==> config.mk <==
export PLATFORM = sky130hd
export DESIGN_NAME = cgcsr_top
export DESIGN_NICKNAME = d
export VERILOG_FILES = /design/src/include/cgcsr_pkg.sv /design/src/include/cgcsr_wr_if.sv /design/src/rtl/cgcsr_spi_rx.sv /design/src/rtl/cgcsr_holdover.sv /design/src/rtl/cgcsr_top.sv
export SDC_FILE = /design/constraint.sdc
export NUM_CORES = 1
export LEC_CHECK = 0
export BUFFER_PORTS_ARGS = -buffer_cell sky130_fd_sc_hd__buf_2
export CORE_ASPECT_RATIO = 2
export CORE_MARGIN = 4
export CORE_UTILIZATION = 45
export DETAILED_ROUTE_END_ITERATION = 7
export GPL_ROUTABILITY_DRIVEN = 0
export GPL_TIMING_DRIVEN = 0
export PLACE_DENSITY_LB_ADDON = 0.08
export SKIP_CTS_REPAIR_TIMING = 1
export SLEW_MARGIN = 15
export SYNTH_ARGS = -nofsm -noshare
export SYNTH_HDL_FRONTEND = slang
export SYNTH_SLANG_ARGS = --single-unit
==> constraint.sdc <==
create_clock -name core_clk -period 3.4 [get_ports core_clk]
set_input_delay 0.51 -clock core_clk [delete_from_list [all_inputs] [get_ports core_clk]]
set_output_delay 0.51 -clock core_clk [all_outputs]
set_load 0.02 [all_outputs]
==> src/include/cgcsr_pkg.sv <==
/*
 Constants for the clock generator control and status register bank:
 register addresses, field positions, reset values and the serial port
 state encoding. Assumes 7-bit register addresses and 8-bit registers.
*/
package cgcsr_pkg;
   // ------------------------------------------------------------------
   // Widths
   // ------------------------------------------------------------------
   localparam int REG_AW = 7;
   localparam int REG_DW = 8;
   localparam int SPI_WORD_BITS = 16;
   localparam logic [3:0] BYTE_BITS = 4'h8;

   // ------------------------------------------------------------------
   // Register addresses
   // ------------------------------------------------------------------
   localparam logic [6:0] ADDR_P_DIV = 7'h00;
   localparam logic [6:0] ADDR_M_DIV_HI = 7'h01;
   localparam logic [6:0] ADDR_M_DIV_LO = 7'h02;
   localparam logic [6:0] ADDR_N0_DIV = 7'h03;
   localparam logic [6:0] ADDR_N1_DIV = 7'h04;
   localparam logic [6:0] ADDR_OUTPUT_INPUT_CONTROL = 7'h05;
   localparam logic [6:0] ADDR_HOLDOVER_MISC_CONTROL = 7'h06;
   localparam logic [6:0] ADDR_INPUT_MONITOR_STATUS = 7'h07;
   localparam logic [6:0] ADDR_RESERVED = 7'h08;

   // ------------------------------------------------------------------
   // Field positions
   // ------------------------------------------------------------------
   localparam int OIC_OUT_DIS = 7;
   localparam int OIC_EN_FIRST = 6;
   localparam int OIC_EN_SECOND = 5;
   localparam int OIC_DEF_B = 4;
   localparam int OIC_IN_EN_HI = 3;
   localparam int OIC_IN_EN_LO = 2;
   localparam int OIC_REVERT = 1;
   localparam int OIC_MON_RST = 0;
   localparam int HMC_HOLD_EN = 7;
   localparam int HMC_FORCE = 6;
   localparam int HMC_ACQ_NOM = 5;
   localparam int HMC_SW_RST = 4;
   localparam int HMC_DIV_ROUTE = 2;
   localparam int HMC_ACQ_SEL = 1;
   localparam logic [1:0] IN_EN_BY_PINS = 2'h0;

   // ------------------------------------------------------------------
   // Reset values and write masks
   // ------------------------------------------------------------------
   localparam logic [7:0] OIC_RESET = 8'h60;
   localparam logic [7:0] HMC_RESET = 8'h00;
   localparam logic [7:0] ZERO_RESET = 8'h00;
   localparam logic [7:0] OIC_STORE_MASK = 8'hFE;
   localparam logic [7:0] HMC_STORE_MASK = 8'hEE;
   localparam logic [6:0] I2C_DEV_ADDR = 7'h68;

   // ------------------------------------------------------------------
   // Two-wire port states
   // ------------------------------------------------------------------
   typedef enum logic [2:0] {
      ST_IDLE = 3'b000,
      ST_ADDR = 3'b001,
      ST_CMD = 3'b010,
      ST_WDATA = 3'b011,
      ST_ACK = 3'b100,
      ST_RDATA = 3'b101,
      ST_RACK = 3'b110
   } cgcsr_i2c_st_t;
endpackage

==> src/include/cgcsr_wr_if.sv <==
/*
 Register write request from a serial front end to the register bank.
 Assumes one-cycle write strobes on core_clk.
*/
`timescale 1ns/1ps
interface cgcsr_wr_if;
   logic wrStb;
   logic [6:0] wrAddr;
   logic [7:0] wrData;
   modport src (output wrStb, output wrAddr, output wrData);
   modport dst (input wrStb, input wrAddr, input wrData);
endinterface

==> src/rtl/cgcsr_spi_rx.sv <==
/*
 Write-only three-wire receiver: gathers a 16-bit word MSB first and
 issues one register write when chip select rises after 16 bits with the MSB clear. Assumes pins are
 synchronous to core_clk and SCL is slow against it.
*/
`timescale 1ns/1ps
module cgcsr_spi_rx
   import cgcsr_pkg::*;
(
   input wire logic core_clk, // Core clock
   input wire logic resetn, // Synchronous reset, active low
   input wire logic enable, // Three-wire port selected
   input wire logic csN, // Chip select, active low
   input wire logic scl, // Serial clock
   input wire logic sda, // Serial data
   cgcsr_wr_if.src wr // Write request out
);
   typedef struct packed {
      logic sclPrev;
      logic csPrev;
      logic [15:0] shift;
      logic [4:0] cnt;
      logic stb;
      logic [6:0] addr;
      logic [7:0] data;
   } cgcsr_spi_state_t;

   localparam cgcsr_spi_state_t SPI_RST = '{csPrev: 1'b1, default: '0};
   localparam logic [4:0] WORD_CNT = 5'(SPI_WORD_BITS);

   cgcsr_spi_state_t s_reg;
   cgcsr_spi_state_t s_next;

   always_comb begin
      s_next = s_reg;
      s_next.sclPrev = scl;
      s_next.csPrev = csN;
      s_next.stb = 1'b0;
      if (enable && !csN && s_reg.csPrev) begin
         s_next.cnt = 5'h00;
      end else if (enable && !csN && scl && !s_reg.sclPrev) begin
         s_next.shift = {s_reg.shift[14:0], sda};
         if (s_reg.cnt != WORD_CNT) begin
            s_next.cnt = s_reg.cnt + 5'h01;
         end
      end else if (enable && csN && !s_reg.csPrev) begin
         if (s_reg.cnt == WORD_CNT && !s_reg.shift[15]) begin
            s_next.stb = 1'b1;
            s_next.addr = s_reg.shift[14:8];
            s_next.data = s_reg.shift[7:0];
         end
         s_next.cnt = 5'h00;
      end
   end

   always_ff @(posedge core_clk) begin
      if (!resetn) begin
         s_reg <= SPI_RST;
      end else begin
         s_reg <= s_next;
      end
   end

   assign wr.wrStb = s_reg.stb;
   assign wr.wrAddr = s_reg.addr;
   assign wr.wrData = s_reg.data;
endmodule

==> src/rtl/cgcsr_holdover.sv <==
/*
 Holdover control: captures the nominal crystal control word and picks
 what steers the crystal. Assumes pllCtrl is a word in the core domain.
*/
`timescale 1ns/1ps
module cgcsr_holdover
   import cgcsr_pkg::*;
#(
   parameter int CTRL_W = 16
) (
   input wire logic core_clk, // Core clock
   input wire logic resetn, // Synchronous reset, active low
   input wire logic holdEn, // Holdover allowed
   input wire logic forceHold, // Forced holdover
   input wire logic acqNominal, // Acquire nominal command level
   input wire logic acqSel, // Crystal held at captured value
   input wire logic bothFailed, // No usable reference
   input wire logic [CTRL_W-1:0] pllCtrl, // Live PLL control word
   output logic [CTRL_W-1:0] xtalCtrl, // Word steering the crystal
   output logic inHoldover // Holdover state
);
   typedef struct packed {
      logic forcePrev;
      logic acqPrev;
      logic [CTRL_W-1:0] nominal;
      logic [CTRL_W-1:0] xtal;
      logic hold;
   } cgcsr_hold_state_t;

   cgcsr_hold_state_t s_reg;
   cgcsr_hold_state_t s_next;

   always_comb begin
      s_next = s_reg;
      s_next.forcePrev = forceHold;
      s_next.acqPrev = acqNominal;
      if ((forceHold && !s_reg.forcePrev) ||
          (acqNominal && !s_reg.acqPrev)) begin
         s_next.nominal = pllCtrl;
      end
      s_next.hold = holdEn && (forceHold || bothFailed);
      if (acqSel || s_reg.hold) begin
         s_next.xtal = s_reg.nominal;
      end else begin
         s_next.xtal = pllCtrl;
      end
   end

   always_ff @(posedge core_clk) begin
      if (!resetn) begin
         s_reg <= '0;
      end else begin
         s_reg <= s_next;
      end
   end

   assign xtalCtrl = s_reg.xtal;
   assign inHoldover = s_reg.hold;
endmodule

==> src/rtl/cgcsr_top.sv <==
/*
 Control and status register bank of a two-reference clock generator
 with input monitor and holdover, reached over a two-wire port or a
 write-only three-wire port. Assumes all pins synchronous to core_clk,
 serial clocks far slower than core_clk, and failure and lock levels
 supplied by the analog monitor.
*/
`timescale 1ns/1ps
// Summary of operation
// - Output-disable bit set forces enabled clock outputs low.
// - First-output enable clear floats the first output, overriding disable.
// - Second-output enable clear floats the second output, overriding disable.
// - Default-input bit picks input A (0) or input B (1).
// - Input-enable field: 00 pins, 01 A only, 10 B only, 11 both.
// - Revert bit set makes the monitor revertive, else nonrevertive.
// - Monitor reset in revert mode clears interrupt, returns to default.
// - Holdover-enable bit allows holdover; clear disables it.
// - Forced-holdover bit forces holdover; its rise captures nominal.
// - Each rise of acquire-nominal captures the present PLL control word.
// - Writing master-reset bit resets the chip like the reset pin.
// - Divider-route bit sends first or second divider to third output.
// - Acquire-select or holdover holds crystal at captured value, else PLL steers.
// - Status shows per-input failure and PLL unlocked as ones.
// - Active-input status reads 0 for input A, 1 for input B.
// - Holdover status reads 1 while in holdover.
// - Control registers reset to 0x60 and 0x00.
// - Divider, status and reserved registers reset to zero.
// - Two-wire multi-byte writes advance the register address by one.
module cgcsr_top
   import cgcsr_pkg::*;
#(
   parameter logic [6:0] DEV_ADDR = I2C_DEV_ADDR,
   parameter int CTRL_W = 16
) (
   input wire logic core_clk, // Core clock, 200 MHz
   input wire logic resetn, // Synchronous reset, active low
   input wire logic masterResetPin, // Master reset input, active high
   input wire logic spiModeSel, // 1: three-wire port, 0: two-wire
   input wire logic i2cScl, // Two-wire clock
   input wire logic i2cSdaIn, // Two-wire data in
   output logic i2cSdaOut, // Two-wire data out, always low
   output logic i2cSdaOen, // Two-wire data enable, low drives
   input wire logic spiCsN, // Three-wire chip select, active low
   input wire logic spiScl, // Three-wire clock
   input wire logic spiSda, // Three-wire data
   input wire logic inputSelectPinA, // Select pin enabling input A
   input wire logic inputSelectPinB, // Select pin enabling input B
   input wire logic refFailA, // Input A failure level
   input wire logic refFailB, // Input B failure level
   input wire logic pllUnlocked, // PLL not locked
   input wire logic divFirstClk, // First output divider
   input wire logic divSecondClk, // Second output divider
   input wire logic [CTRL_W-1:0] pllCtrl, // Live PLL control word
   output logic clockOutputFirst, // First clock output
   output logic clockOutputFirstOen, // First output enable, low drives
   output logic clockOutputSecond, // Second clock output
   output logic clockOutputSecondOen, // Second output enable, low drives
   output logic clockOutputThird, // Third clock output
   output logic refInputBActive, // 1: PLL fed by input B
   output logic monitorIntr, // Monitor interrupt, active high
   output logic [CTRL_W-1:0] xtalCtrl, // Crystal control word
   output logic [7:0] pDivRatio, // P divider code
   output logic [15:0] mDivRatio, // M divider code
   output logic [7:0] n0DivRatio, // First output divider code
   output logic [7:0] n1DivRatio // Second output divider code
);
   // ------------------------------------------------------------------
   // State
   // ------------------------------------------------------------------
   typedef struct packed {
      cgcsr_i2c_st_t st;
      cgcsr_i2c_st_t afterAck;
      logic [3:0] bitCnt;
      logic [7:0] shift;
      logic [6:0] ptr;
      logic sclPrev;
      logic sdaPrev;
      logic sdaOen;
      logic [7:0] pDiv;
      logic [7:0] mHi;
      logic [7:0] mLo;
      logic [7:0] n0;
      logic [7:0] n1;
      logic [7:0] oic;
      logic [7:0] hmc;
      logic [7:0] status;
      logic [7:0] rsvd;
      logic monRst;
      logic swRst;
      logic useB;
      logic intFlag;
      logic failAPrev;
      logic failBPrev;
      logic clock_output_second;
      logic clk1Oen;
      logic clock_output_third;
      logic clk2Oen;
      logic clk3;
   } cgcsr_top_state_t;

   localparam cgcsr_top_state_t TOP_RST = '{
      st: ST_IDLE,
      afterAck: ST_IDLE,
      sclPrev: 1'b1,
      sdaPrev: 1'b1,
      sdaOen: 1'b1,
      oic: OIC_RESET,
      hmc: HMC_RESET,
      status: ZERO_RESET,
      default: '0
   };

   cgcsr_top_state_t s_reg;
   cgcsr_top_state_t s_next;
   logic coreRstn;
   logic inHold;
   logic enA;
   logic enB;
   logic bothFailed;

   cgcsr_wr_if spiWr();

   // ------------------------------------------------------------------
   // Register read decode
   // ------------------------------------------------------------------
   function automatic logic [7:0] readReg(input logic [6:0] a,
                                          input cgcsr_top_state_t s);
      logic [7:0] r;
      r = 8'h00;
      unique case (a)
         ADDR_P_DIV: r = s.pDiv;
         ADDR_M_DIV_HI: r = s.mHi;
         ADDR_M_DIV_LO: r = s.mLo;
         ADDR_N0_DIV: r = s.n0;
         ADDR_N1_DIV: r = s.n1;
         ADDR_OUTPUT_INPUT_CONTROL: r = s.oic;
         ADDR_HOLDOVER_MISC_CONTROL: r = s.hmc;
         ADDR_INPUT_MONITOR_STATUS: r = s.status;
         ADDR_RESERVED: r = s.rsvd;
         default: r = 8'h00;
      endcase
      return r;
   endfunction

   // ------------------------------------------------------------------
   // Sub-blocks
   // ------------------------------------------------------------------
   // soft reset acts as reset pin
   assign coreRstn = resetn & ~masterResetPin & ~s_reg.swRst;

   cgcsr_spi_rx u_spi (
      .core_clk(core_clk),
      .resetn(coreRstn),
      .enable(spiModeSel),
      .csN(spiCsN),
      .scl(spiScl),
      .sda(spiSda),
      .wr(spiWr.src)
   );

   cgcsr_holdover #(
      .CTRL_W(CTRL_W)
   ) u_hold (
      .core_clk(core_clk),
      .resetn(coreRstn),
      .holdEn(s_reg.hmc[HMC_HOLD_EN]),
      .forceHold(s_reg.hmc[HMC_FORCE]),
      .acqNominal(s_reg.hmc[HMC_ACQ_NOM]),
      .acqSel(s_reg.hmc[HMC_ACQ_SEL]),
      .bothFailed(bothFailed),
      .pllCtrl(pllCtrl),
      .xtalCtrl(xtalCtrl),
      .inHoldover(inHold)
   );

   // ------------------------------------------------------------------
   // Input enables
   // ------------------------------------------------------------------
   // input enable field
   always_comb begin
      if (s_reg.oic[OIC_IN_EN_HI:OIC_IN_EN_LO] == IN_EN_BY_PINS) begin
         enA = inputSelectPinA;
         enB = inputSelectPinB;
      end else begin
         enA = s_reg.oic[OIC_IN_EN_LO];
         enB = s_reg.oic[OIC_IN_EN_HI];
      end
   end

   assign bothFailed = (!enA || refFailA) && (!enB || refFailB);

   // ------------------------------------------------------------------
   // Next state
   // ------------------------------------------------------------------
   always_comb begin
      logic sclRise;
      logic sclFall;
      logic startC;
      logic stopC;
      logic wrEn;
      logic [6:0] wa;
      logic [7:0] wd;
      logic [7:0] rb;
      logic defB;
      logic curFail;
      logic othOk;
      logic defOk;
      sclRise = i2cScl & ~s_reg.sclPrev;
      sclFall = ~i2cScl & s_reg.sclPrev;
      startC = i2cScl & s_reg.sclPrev & s_reg.sdaPrev & ~i2cSdaIn;
      stopC = i2cScl & s_reg.sclPrev & ~s_reg.sdaPrev & i2cSdaIn;
      wrEn = 1'b0;
      wa = 7'h00;
      wd = 8'h00;
      rb = 8'h00;
      defB = s_reg.oic[OIC_DEF_B];
      curFail = s_reg.useB ? (refFailB || !enB) : (refFailA || !enA);
      othOk = s_reg.useB ? (enA && !refFailA) : (enB && !refFailB);
      defOk = defB ? (enB && !refFailB) : (enA && !refFailA);
      s_next = s_reg;
      s_next.sclPrev = i2cScl;
      s_next.sdaPrev = i2cSdaIn;
      s_next.monRst = 1'b0;
      s_next.swRst = 1'b0;

      // Two-wire slave
      if (spiModeSel || stopC) begin
         s_next.st = ST_IDLE;
         s_next.sdaOen = 1'b1;
      end else if (startC) begin
         s_next.st = ST_ADDR;
         s_next.bitCnt = 4'h0;
         s_next.sdaOen = 1'b1;
      end else begin
         unique case (s_reg.st)
            ST_IDLE: begin
            end
            ST_ADDR, ST_CMD, ST_WDATA: begin
               if (sclRise && s_reg.bitCnt != BYTE_BITS) begin
                  s_next.shift = {s_reg.shift[6:0], i2cSdaIn};
                  s_next.bitCnt = s_reg.bitCnt + 4'h1;
               end else if (sclFall && s_reg.bitCnt == BYTE_BITS) begin
                  s_next.bitCnt = 4'h0;
                  s_next.sdaOen = 1'b0;
                  s_next.st = ST_ACK;
                  if (s_reg.st == ST_ADDR) begin
                     if (s_reg.shift[7:1] != DEV_ADDR) begin
                        s_next.st = ST_IDLE;
                        s_next.sdaOen = 1'b1;
                     end else if (s_reg.shift[0]) begin
                        s_next.afterAck = ST_RDATA;
                     end else begin
                        s_next.afterAck = ST_CMD;
                     end
                  end else if (s_reg.st == ST_CMD) begin
                     s_next.ptr = s_reg.shift[6:0];
                     s_next.afterAck = ST_WDATA;
                  end else begin
                     wrEn = 1'b1;
                     wa = s_reg.ptr;
                     wd = s_reg.shift;
                     s_next.ptr = s_reg.ptr + 7'h01;
                     s_next.afterAck = ST_WDATA;
                  end
               end
            end
            ST_ACK: begin
               if (sclFall) begin
                  s_next.st = s_reg.afterAck;
                  s_next.bitCnt = 4'h0;
                  s_next.sdaOen = 1'b1;
                  if (s_reg.afterAck == ST_RDATA) begin
                     rb = readReg(s_reg.ptr, s_reg);
                     s_next.sdaOen = rb[7];
                     s_next.shift = {rb[6:0], 1'b0};
                     s_next.bitCnt = 4'h1;
                  end
               end
            end
            ST_RDATA: begin
               if (sclFall) begin
                  if (s_reg.bitCnt == BYTE_BITS) begin
                     s_next.sdaOen = 1'b1;
                     s_next.st = ST_RACK;
                  end else begin
                     s_next.sdaOen = s_reg.shift[7];
                     s_next.shift = {s_reg.shift[6:0], 1'b0};
                     s_next.bitCnt = s_reg.bitCnt + 4'h1;
                  end
               end
            end
            ST_RACK: begin
               if (sclRise) begin
                  if (i2cSdaIn) begin
                     s_next.st = ST_IDLE;
                  end else begin
                     s_next.ptr = s_reg.ptr + 7'h01;
                     s_next.afterAck = ST_RDATA;
                     s_next.st = ST_ACK;
                  end
               end
            end
            default: begin
               s_next.st = ST_IDLE;
               s_next.sdaOen = 1'b1;
            end
         endcase
      end

      // Three-wire writes when the two-wire port is idle
      if (!wrEn && spiWr.wrStb) begin
         wrEn = 1'b1;
         wa = spiWr.wrAddr;
         wd = spiWr.wrData;
      end

      // Register writes
      if (wrEn) begin
         unique case (wa)
            ADDR_P_DIV: s_next.pDiv = wd;
            ADDR_M_DIV_HI: s_next.mHi = wd;
            ADDR_M_DIV_LO: s_next.mLo = wd;
            ADDR_N0_DIV: s_next.n0 = wd;
            ADDR_N1_DIV: s_next.n1 = wd;
            ADDR_OUTPUT_INPUT_CONTROL: begin
               s_next.oic = wd & OIC_STORE_MASK;
               s_next.monRst = wd[OIC_MON_RST];
            end
            ADDR_HOLDOVER_MISC_CONTROL: begin
               s_next.hmc = wd & HMC_STORE_MASK;
               s_next.swRst = wd[HMC_SW_RST];
            end
            ADDR_RESERVED: s_next.rsvd = wd;
            default: begin
            end
         endcase
      end

      // Input monitor
      // active input choice
      s_next.failAPrev = refFailA;
      s_next.failBPrev = refFailB;
      if (s_reg.monRst && s_reg.oic[OIC_REVERT]) begin
         s_next.useB = defB;
         s_next.intFlag = 1'b0;
      end else if (curFail && othOk) begin
         s_next.useB = !s_reg.useB;
      end else if (s_reg.oic[OIC_REVERT] && s_reg.useB != defB && defOk) begin
         s_next.useB = defB;
      end
      // Failure event sets interrupt, wins over clear
      if ((enA && refFailA && !s_reg.failAPrev) ||
          (enB && refFailB && !s_reg.failBPrev)) begin
         s_next.intFlag = 1'b1;
      end

      s_next.status = {s_reg.intFlag, refFailA, refFailB, s_reg.useB,
                       pllUnlocked, inHold, 2'b00};

      // Clock outputs
      // output gating
      s_next.clock_output_second = divFirstClk & ~s_reg.oic[OIC_OUT_DIS];
      s_next.clk1Oen = ~s_reg.oic[OIC_EN_FIRST];
      s_next.clock_output_third = divSecondClk & ~s_reg.oic[OIC_OUT_DIS];
      s_next.clk2Oen = ~s_reg.oic[OIC_EN_SECOND];
      s_next.clk3 = (s_reg.hmc[HMC_DIV_ROUTE] ? divSecondClk : divFirstClk)
                    & ~s_reg.oic[OIC_OUT_DIS];
   end

   always_ff @(posedge core_clk) begin
      if (!coreRstn) begin
         s_reg <= TOP_RST;
      end else begin
         s_reg <= s_next;
      end
   end

   // ------------------------------------------------------------------
   // Outputs
   // ------------------------------------------------------------------
   assign i2cSdaOut = 1'b0;
   assign i2cSdaOen = s_reg.sdaOen;
   assign clockOutputFirst = s_reg.clock_output_second;
   assign clockOutputFirstOen = s_reg.clk1Oen;
   assign clockOutputSecond = s_reg.clock_output_third;
   assign clockOutputSecondOen = s_reg.clk2Oen;
   assign clockOutputThird = s_reg.clk3;
   assign refInputBActive = s_reg.useB;
   assign monitorIntr = s_reg.intFlag;
   assign pDivRatio = s_reg.pDiv;
   assign mDivRatio = {s_reg.mHi, s_reg.mLo};
   assign n0DivRatio = s_reg.n0;
   assign n1DivRatio = s_reg.n1;
endmodule

After elaboration in Yosys (flattened, before gate mapping)
Index checks and enable logic that the tools add are counted.
{ "totals": {"ff_bits": 182, "out_inout_bits": 65, "mem_bits_rw": 0, "n_memories": 0, "word_cells": 286, "latch_bits": 0, "mem_bits_ro": 0, "input_bits": 32} }
{ "op_classes": {"n_mul": 0, "mux": 81, "div": 0, "reduce_logical": 81, "eq_ne": 50, "add_sub_neg": 3, "n_lt_le_gt_ge": 0, "n_shift": 0, "n_bitwise": 29} }
{ "op_table": {"columns": ["operator", "count"], "rows": [
  ["$mux W7", 14],
  ["$mux W8", 9],
  ["$pmux W8 S9", 1],
  ["$eq A7 B3 Y1 const B", 7],
  ["$mux W12", 3],
  ["$pmux W12 S3", 1],
  ["$mux W16", 2],
  ["$mux W3", 10],
  ["$eq A7 B2 Y1 const B", 4],
  ["$mux W1", 28],
  ["$ne A2 B2 Y1 const B", 13],
  ["$logic_and A1 B1 Y1", 24],
  ["$ne A3 B3 Y1 const B", 8],
  ["$reduce_and A8 Y1", 3],
  ["$mux W21", 1],
  ["$reduce_and A2 Y1", 10],
  ["$not A1 Y1", 17],
  ["$pmux W3 S5", 1],
  ["$eq A7 B1 Y1 const B", 2],
  ["$eq A7 B4 Y1 const B", 2],
  ["$logic_not A1 Y1", 14],
  ["$logic_not A7 Y1", 2],
  ["$pmux W7 S2", 1],
  ["$reduce_and A7 Y1", 2],
  ["33 further kinds", 65]
]} }

Longest topological paths before layout
{ "depth": {"depth_word": 13, "ltp_mapped": 10, "depth_no_buf": 7} }

Modules after synthesis
From an unflattened synthesis, not the netlist that was laid out.
{ "hier_totals": {"hier_cells": 1050, "area_unflattened_um2": 9093.7} }
{ "by_module_without_submodules": {"columns": ["mod", "cells_each", "area_per_inst_um2", "instances", "seq_area_each_um2"], "rows": [
  ["cgcsr_top", 688, 5863.1, 1, 2082.0],
  ["cgcsr_spi_rx", 197, 1760.4, 1, 780.7],
  ["cgcsr_holdover", 165, 1470.2, 1, 700.7]
]} }

Worst setup path after synthesis
No wires, ideal clock.
{ "synth_path": {"path_kind": "input to register", "startpoint": "in i2cSdaIn", "endpoint": "reg s_reg (netlist bit mDivRatio[3])", "n_path_buf": 3, "setup_slack_ns": 1.279, "path_stages": 8, "arrival_time_ns": 1.981, "required_time_ns": 3.261, "setup_ns": 0.139, "path_cell_list": "buf_4 -> xnor2_1 -> o21a_1 -> clkbuf_2 -> buf_2 -> a21oi_1 -> o21ai_1 -> mux2i_1"} }
{ "synth_between": {"elab_chain_cells": 9, "word_cells_on_any_way": 17, "classes_between": "1 x eq/ne; 9 x mux; 3 x bitwise; 4 x reduce/logical"} }
{ "synth_lines": {"columns": ["element", "line_no", "source"], "rows": [
  ["from (decl)", "cgcsr_top.sv:40", "input wire logic i2cSdaIn,"],
  ["$not A1 Y1", "cgcsr_top.sv:210", "startC = i2cScl & s_reg.sclPrev & s_reg.sdaPrev & ~i2cSdaIn;"],
  ["$and A1 B1 Y1", "cgcsr_top.sv:210", null],
  ["$mux W1", "cgcsr_top.sv:230", "end else if (startC) begin"],
  ["$mux W1", "cgcsr_top.sv:227", "if (spiModeSel || stopC) begin"],
  ["$logic_not A1 Y1", "cgcsr_top.sv:311", "if (!wrEn && spiWr.wrStb) begin"],
  ["$logic_and A1 B1 Y1", "cgcsr_top.sv:311", null],
  ["$mux W7", "cgcsr_top.sv:311", null],
  ["$eq A7 B2 Y1", "cgcsr_top.sv:319", "unique case (wa)"],
  ["$reduce_and A2 Y1 (no source line)", null, null],
  ["to (signal assigned)", "cgcsr_top.sv:374", "s_reg <= s_next;"],
  ["to (decl)", "cgcsr_top.sv:113", "cgcsr_top_state_t s_reg;"]
]} }
Parallel ways exist; a longest one is shown, timed or not.
A chain may end at the register's enable or synchronous reset.

Final worst setup path
{ "layout_path": {"startpoint": "reg s_reg[101] (netlist bit)", "endpoint": "reg s_reg (netlist bit n1DivRatio[1])"} }
{ "layout_between": {"elab_chain_cells": 12, "word_cells_on_any_way": 26, "classes_between": "3 x eq/ne; 18 x mux; 5 x reduce/logical"} }
{ "layout_lines": {"columns": ["element", "line_no", "source"], "rows": [
  ["$eq A4 B4 Y1", "cgcsr_top.sv:242", "end else if (sclFall && s_reg.bitCnt == BYTE_BITS) begin"],
  ["$logic_and A1 B1 Y1", "cgcsr_top.sv:242", null],
  ["$mux W1", "cgcsr_top.sv:242", null],
  ["$mux W1", "cgcsr_top.sv:239", "if (sclRise && s_reg.bitCnt != BYTE_BITS) begin"],
  ["$mux W1", "cgcsr_top.sv:235", "unique case (s_reg.st)"],
  ["$mux W1", "cgcsr_top.sv:230", null],
  ["$mux W1", "cgcsr_top.sv:227", null],
  ["$logic_not A1 Y1", "cgcsr_top.sv:311", null],
  ["$logic_and A1 B1 Y1", "cgcsr_top.sv:311", null],
  ["$mux W7", "cgcsr_top.sv:311", null],
  ["$eq A7 B3 Y1", "cgcsr_top.sv:319", null],
  ["$reduce_and A2 Y1 (no source line)", null, null]
]} }
Parallel ways exist; a longest one is shown, timed or not.

==> reports/results.ini <==
[logic_synthesis]
avgSynthCellArea_um2 = 8.75
yosysWarnings = 0
synth_top_area_cell = dfxtp_1
synthTopCellsByArea = dfxtp_1, mux2i_1, nand2_1, buf_4, nor2_1
synth-seq-cells = 178
syn_area_mm2 = 0.00871
yosysMostFrequentCell = dfxtp_1
synthCells = 995
yosysSeqAreaShare_pct = 40.9
syn_nets = 1035
ys_async_sr_fraction_pct = 0
synth_edf_count = 0
synthTopCellsByCount = dfxtp_1, nand2_1, mux2i_1
ys.flop_type = dfxtp_1
synth_cell_types = 82
yosysTopAreaCellShare_pct = 40.9

[setup_path]
worstPathRequired_ns = 3.67
crit_type = register to register
cp_slowest_cell = o21ai_1
r2r.worst_path.cells = 10
crit_path_frequent_cell = buf_2
path_max_fanout = 10
slowest_delay_ns = 0.78
regToRegSetupSlack_ns = 0.54
critPathLaunchType = register
cp.depth = 10
crit_path_end_kind = register
regToRegStartpoint = s_reg[101]
crit_chain = inv_1, ha_1, and3b_1, buf_2, and4_4, buf_6, buf_2, a21oi_1, o21ai_1, mux2i_1
critPathTopFamily = compound AO/OA/AOI/OAI gates
r2r-end = n1DivRatio[1]
cp_num_buf_inv = 4
critical_path_arrival_ns = 3.14

[detailed_routing]
drt-vias-per-instance = 5.59
drt_wl_total_um = 26400
ant_nets = 0
vias = 7693
drc = 0
wire_per_inst_um = 19.2
dr.first_iter.drc_count = 427
drt_first_pass_iters = 6

[sta]
whs_ns = 0.264
setup_tns_ns = 0
finalHoldViolations = 0
finalMaxSlewViolations = 0
period_share_pct = 84.3
skew_ns = 0.0125
finalCriticalPeriod_ns = 2.86
slew_headroom_pct = 31.7
finalSetupViolCount = 0
max_freq_mhz = 349
worst_pin_slew_ns = 1.02
finalWorstSetupSlack_ns = 0.535
rsz0062_at_grt = false

[placement]
dpl.hpwl_um = 20200
portBuffers = 94
dp_cells = 1344
place_ws_ns = 0.241

[clock_network]
cts_made_buffers = 17
cts-htree-levels = 4
cts_max_path_buffers = 2
cts_sinks = 178
clock_latency_ns = 0.44
cts_tree = built
clockRootBuffer = clkbuf_16
path_clk_slew_ns = 0.07

[global_routing]
grt_max_degree = 17
grt_overflow = 0
grt_pass1_vias = 7618
grt_pass1_wl_um = 41600
antenna_found_initial = 0
track_usage_pct = 24.8

[cells_and_area]
largest_reg_flops = 56
nets = 1148
fin_cells = 1376
drive_gt1_share_pct = 20.0
antennaDiodeCount = 0
areaGrowthSynthToFinish_pct = 16.0

[floorplanning]
num_io_pins = 97
coreArea_mm2 = 0.0189
die_area_mm2 = 0.0218
die_h_um = 205
initial_core_util_pct = 46.0
rows = 71
fp.dieW_um = 106

[power]
leakagePower_nw = 4.09
p_per_area_mw_per_mm2 = 428
irDropWorstVdd_v = 0.000335

[hold_path]
min_to = s_reg[22]
hold_depth = 2
hold_class = input port to register
min-delay-start = pllUnlocked

[run]
drv_cap = 0

[status]
status = complete, no violations

==> layer usage <==
metal  vias to the layer above  global-route usage (%)  part of all wire, %
li1                       3715                       -                    -
met1                      3630                    25.7                   36
met2                       272                    46.4                   54
met3                        76                    4.73                  5.4
met4                         0                    13.1                  4.8
met5                         -                       0                    0
==> worst register-to-register path, stage by stage, from the launching register on <==
cell     delay, ns
dfxtp_1       0.33
inv_1         0.09
ha_1          0.18
and3b_1       0.16
buf_2         0.18
and4_4        0.28
buf_6         0.15
buf_2         0.23
a21oi_1       0.11
o21ai_1       0.79
mux2i_1       0.20
==> power by group <==
group	switching (mW)	internal (mW)
Combinational	0.126	0.0605
Sequential	0.00666	2.10
Clock	0.867	1.17
==> layout by cell type (no fill, tap or decap), types with 11 or more instances in the layout <==
master     Yosys  final
a211oi_1      14     14
a21oi_1       57     57
a22oi_1       11     11
and3_1        15     15
buf_2         17    111
buf_4         59     59
clkbuf_1      34     36
clkbuf_16      0     17
dfxtp_1      178    178
inv_1         19     19
mux2i_1      106    106
nand2_1      124    124
nand3_1       24     24
nor2_1        82     82
nor3_1        19     19
o21ai_0       36     36
==> area by class of cell <==
cell class,count,area (um2)
multi-input cells,677,4360
flip-flops and latches,178,3560
plain buffers,121,713
well taps,255,319
repair buffers,94,470
clock buffers,19,433
inverters,19,71.3
clock inverters,13,174
fillers,1851,8810
==> per-stage QoR <==
| stage | utilization, % | area [um2] | total power, mW |
|---|---|---|---|
| 2_1_floorplan | - | 8710 | 2.26 |
| 3_3_place_gp | 50.2 | 9500 | 2.34 |
| 3_5_place_dp | 50.2 | 9500 | 2.34 |
| 4_1_cts | 53.4 | 10100 | 4.38 |
| 5_1_grt | 53.4 | 10100 | 4.47 |
| 6_report | 53.4 | 10100 | 4.33 |
==> logic make-up (layout without fill, tap and decap cells) <==
| logic type | after synthesis | after routing | share of synthesized area (%) |
|---|---|---|---|
| adder cells (fa/ha/maj) | 8 | 8 | 1.15 |
| other | 1 | 1 | 0.0430 |
| XOR/XNOR | 3 | 3 | 0.302 |
| buffers and inverters | 140 | 266 | 9.01 |
| multiplexers | 106 | 106 | 12.2 |
| flip-flops | 178 | 178 | 40.9 |
| AND/OR/NAND/NOR | 357 | 357 | 21.0 |
| AO/OA/AOI/OAI | 202 | 202 | 15.4 |
==> how the worst max path moves through the flow <==
stage / from / end / slack (ns)
final: s_reg[101] / n1DivRatio[1] / 0.54
after global routing: s_reg[101] / n1DivRatio[7] / 0.39
after CTS: s_reg[101] / n1DivRatio[7] / 0.53
after detailed placement: i2cSdaIn / s_reg[14] / 0.24
after global placement: i2cSdaIn / pDivRatio[3] / 0.30
after floorplan: i2cSdaIn / mDivRatio[3] / 1.28
No activity file was read; power rests on OpenSTA's default activity.
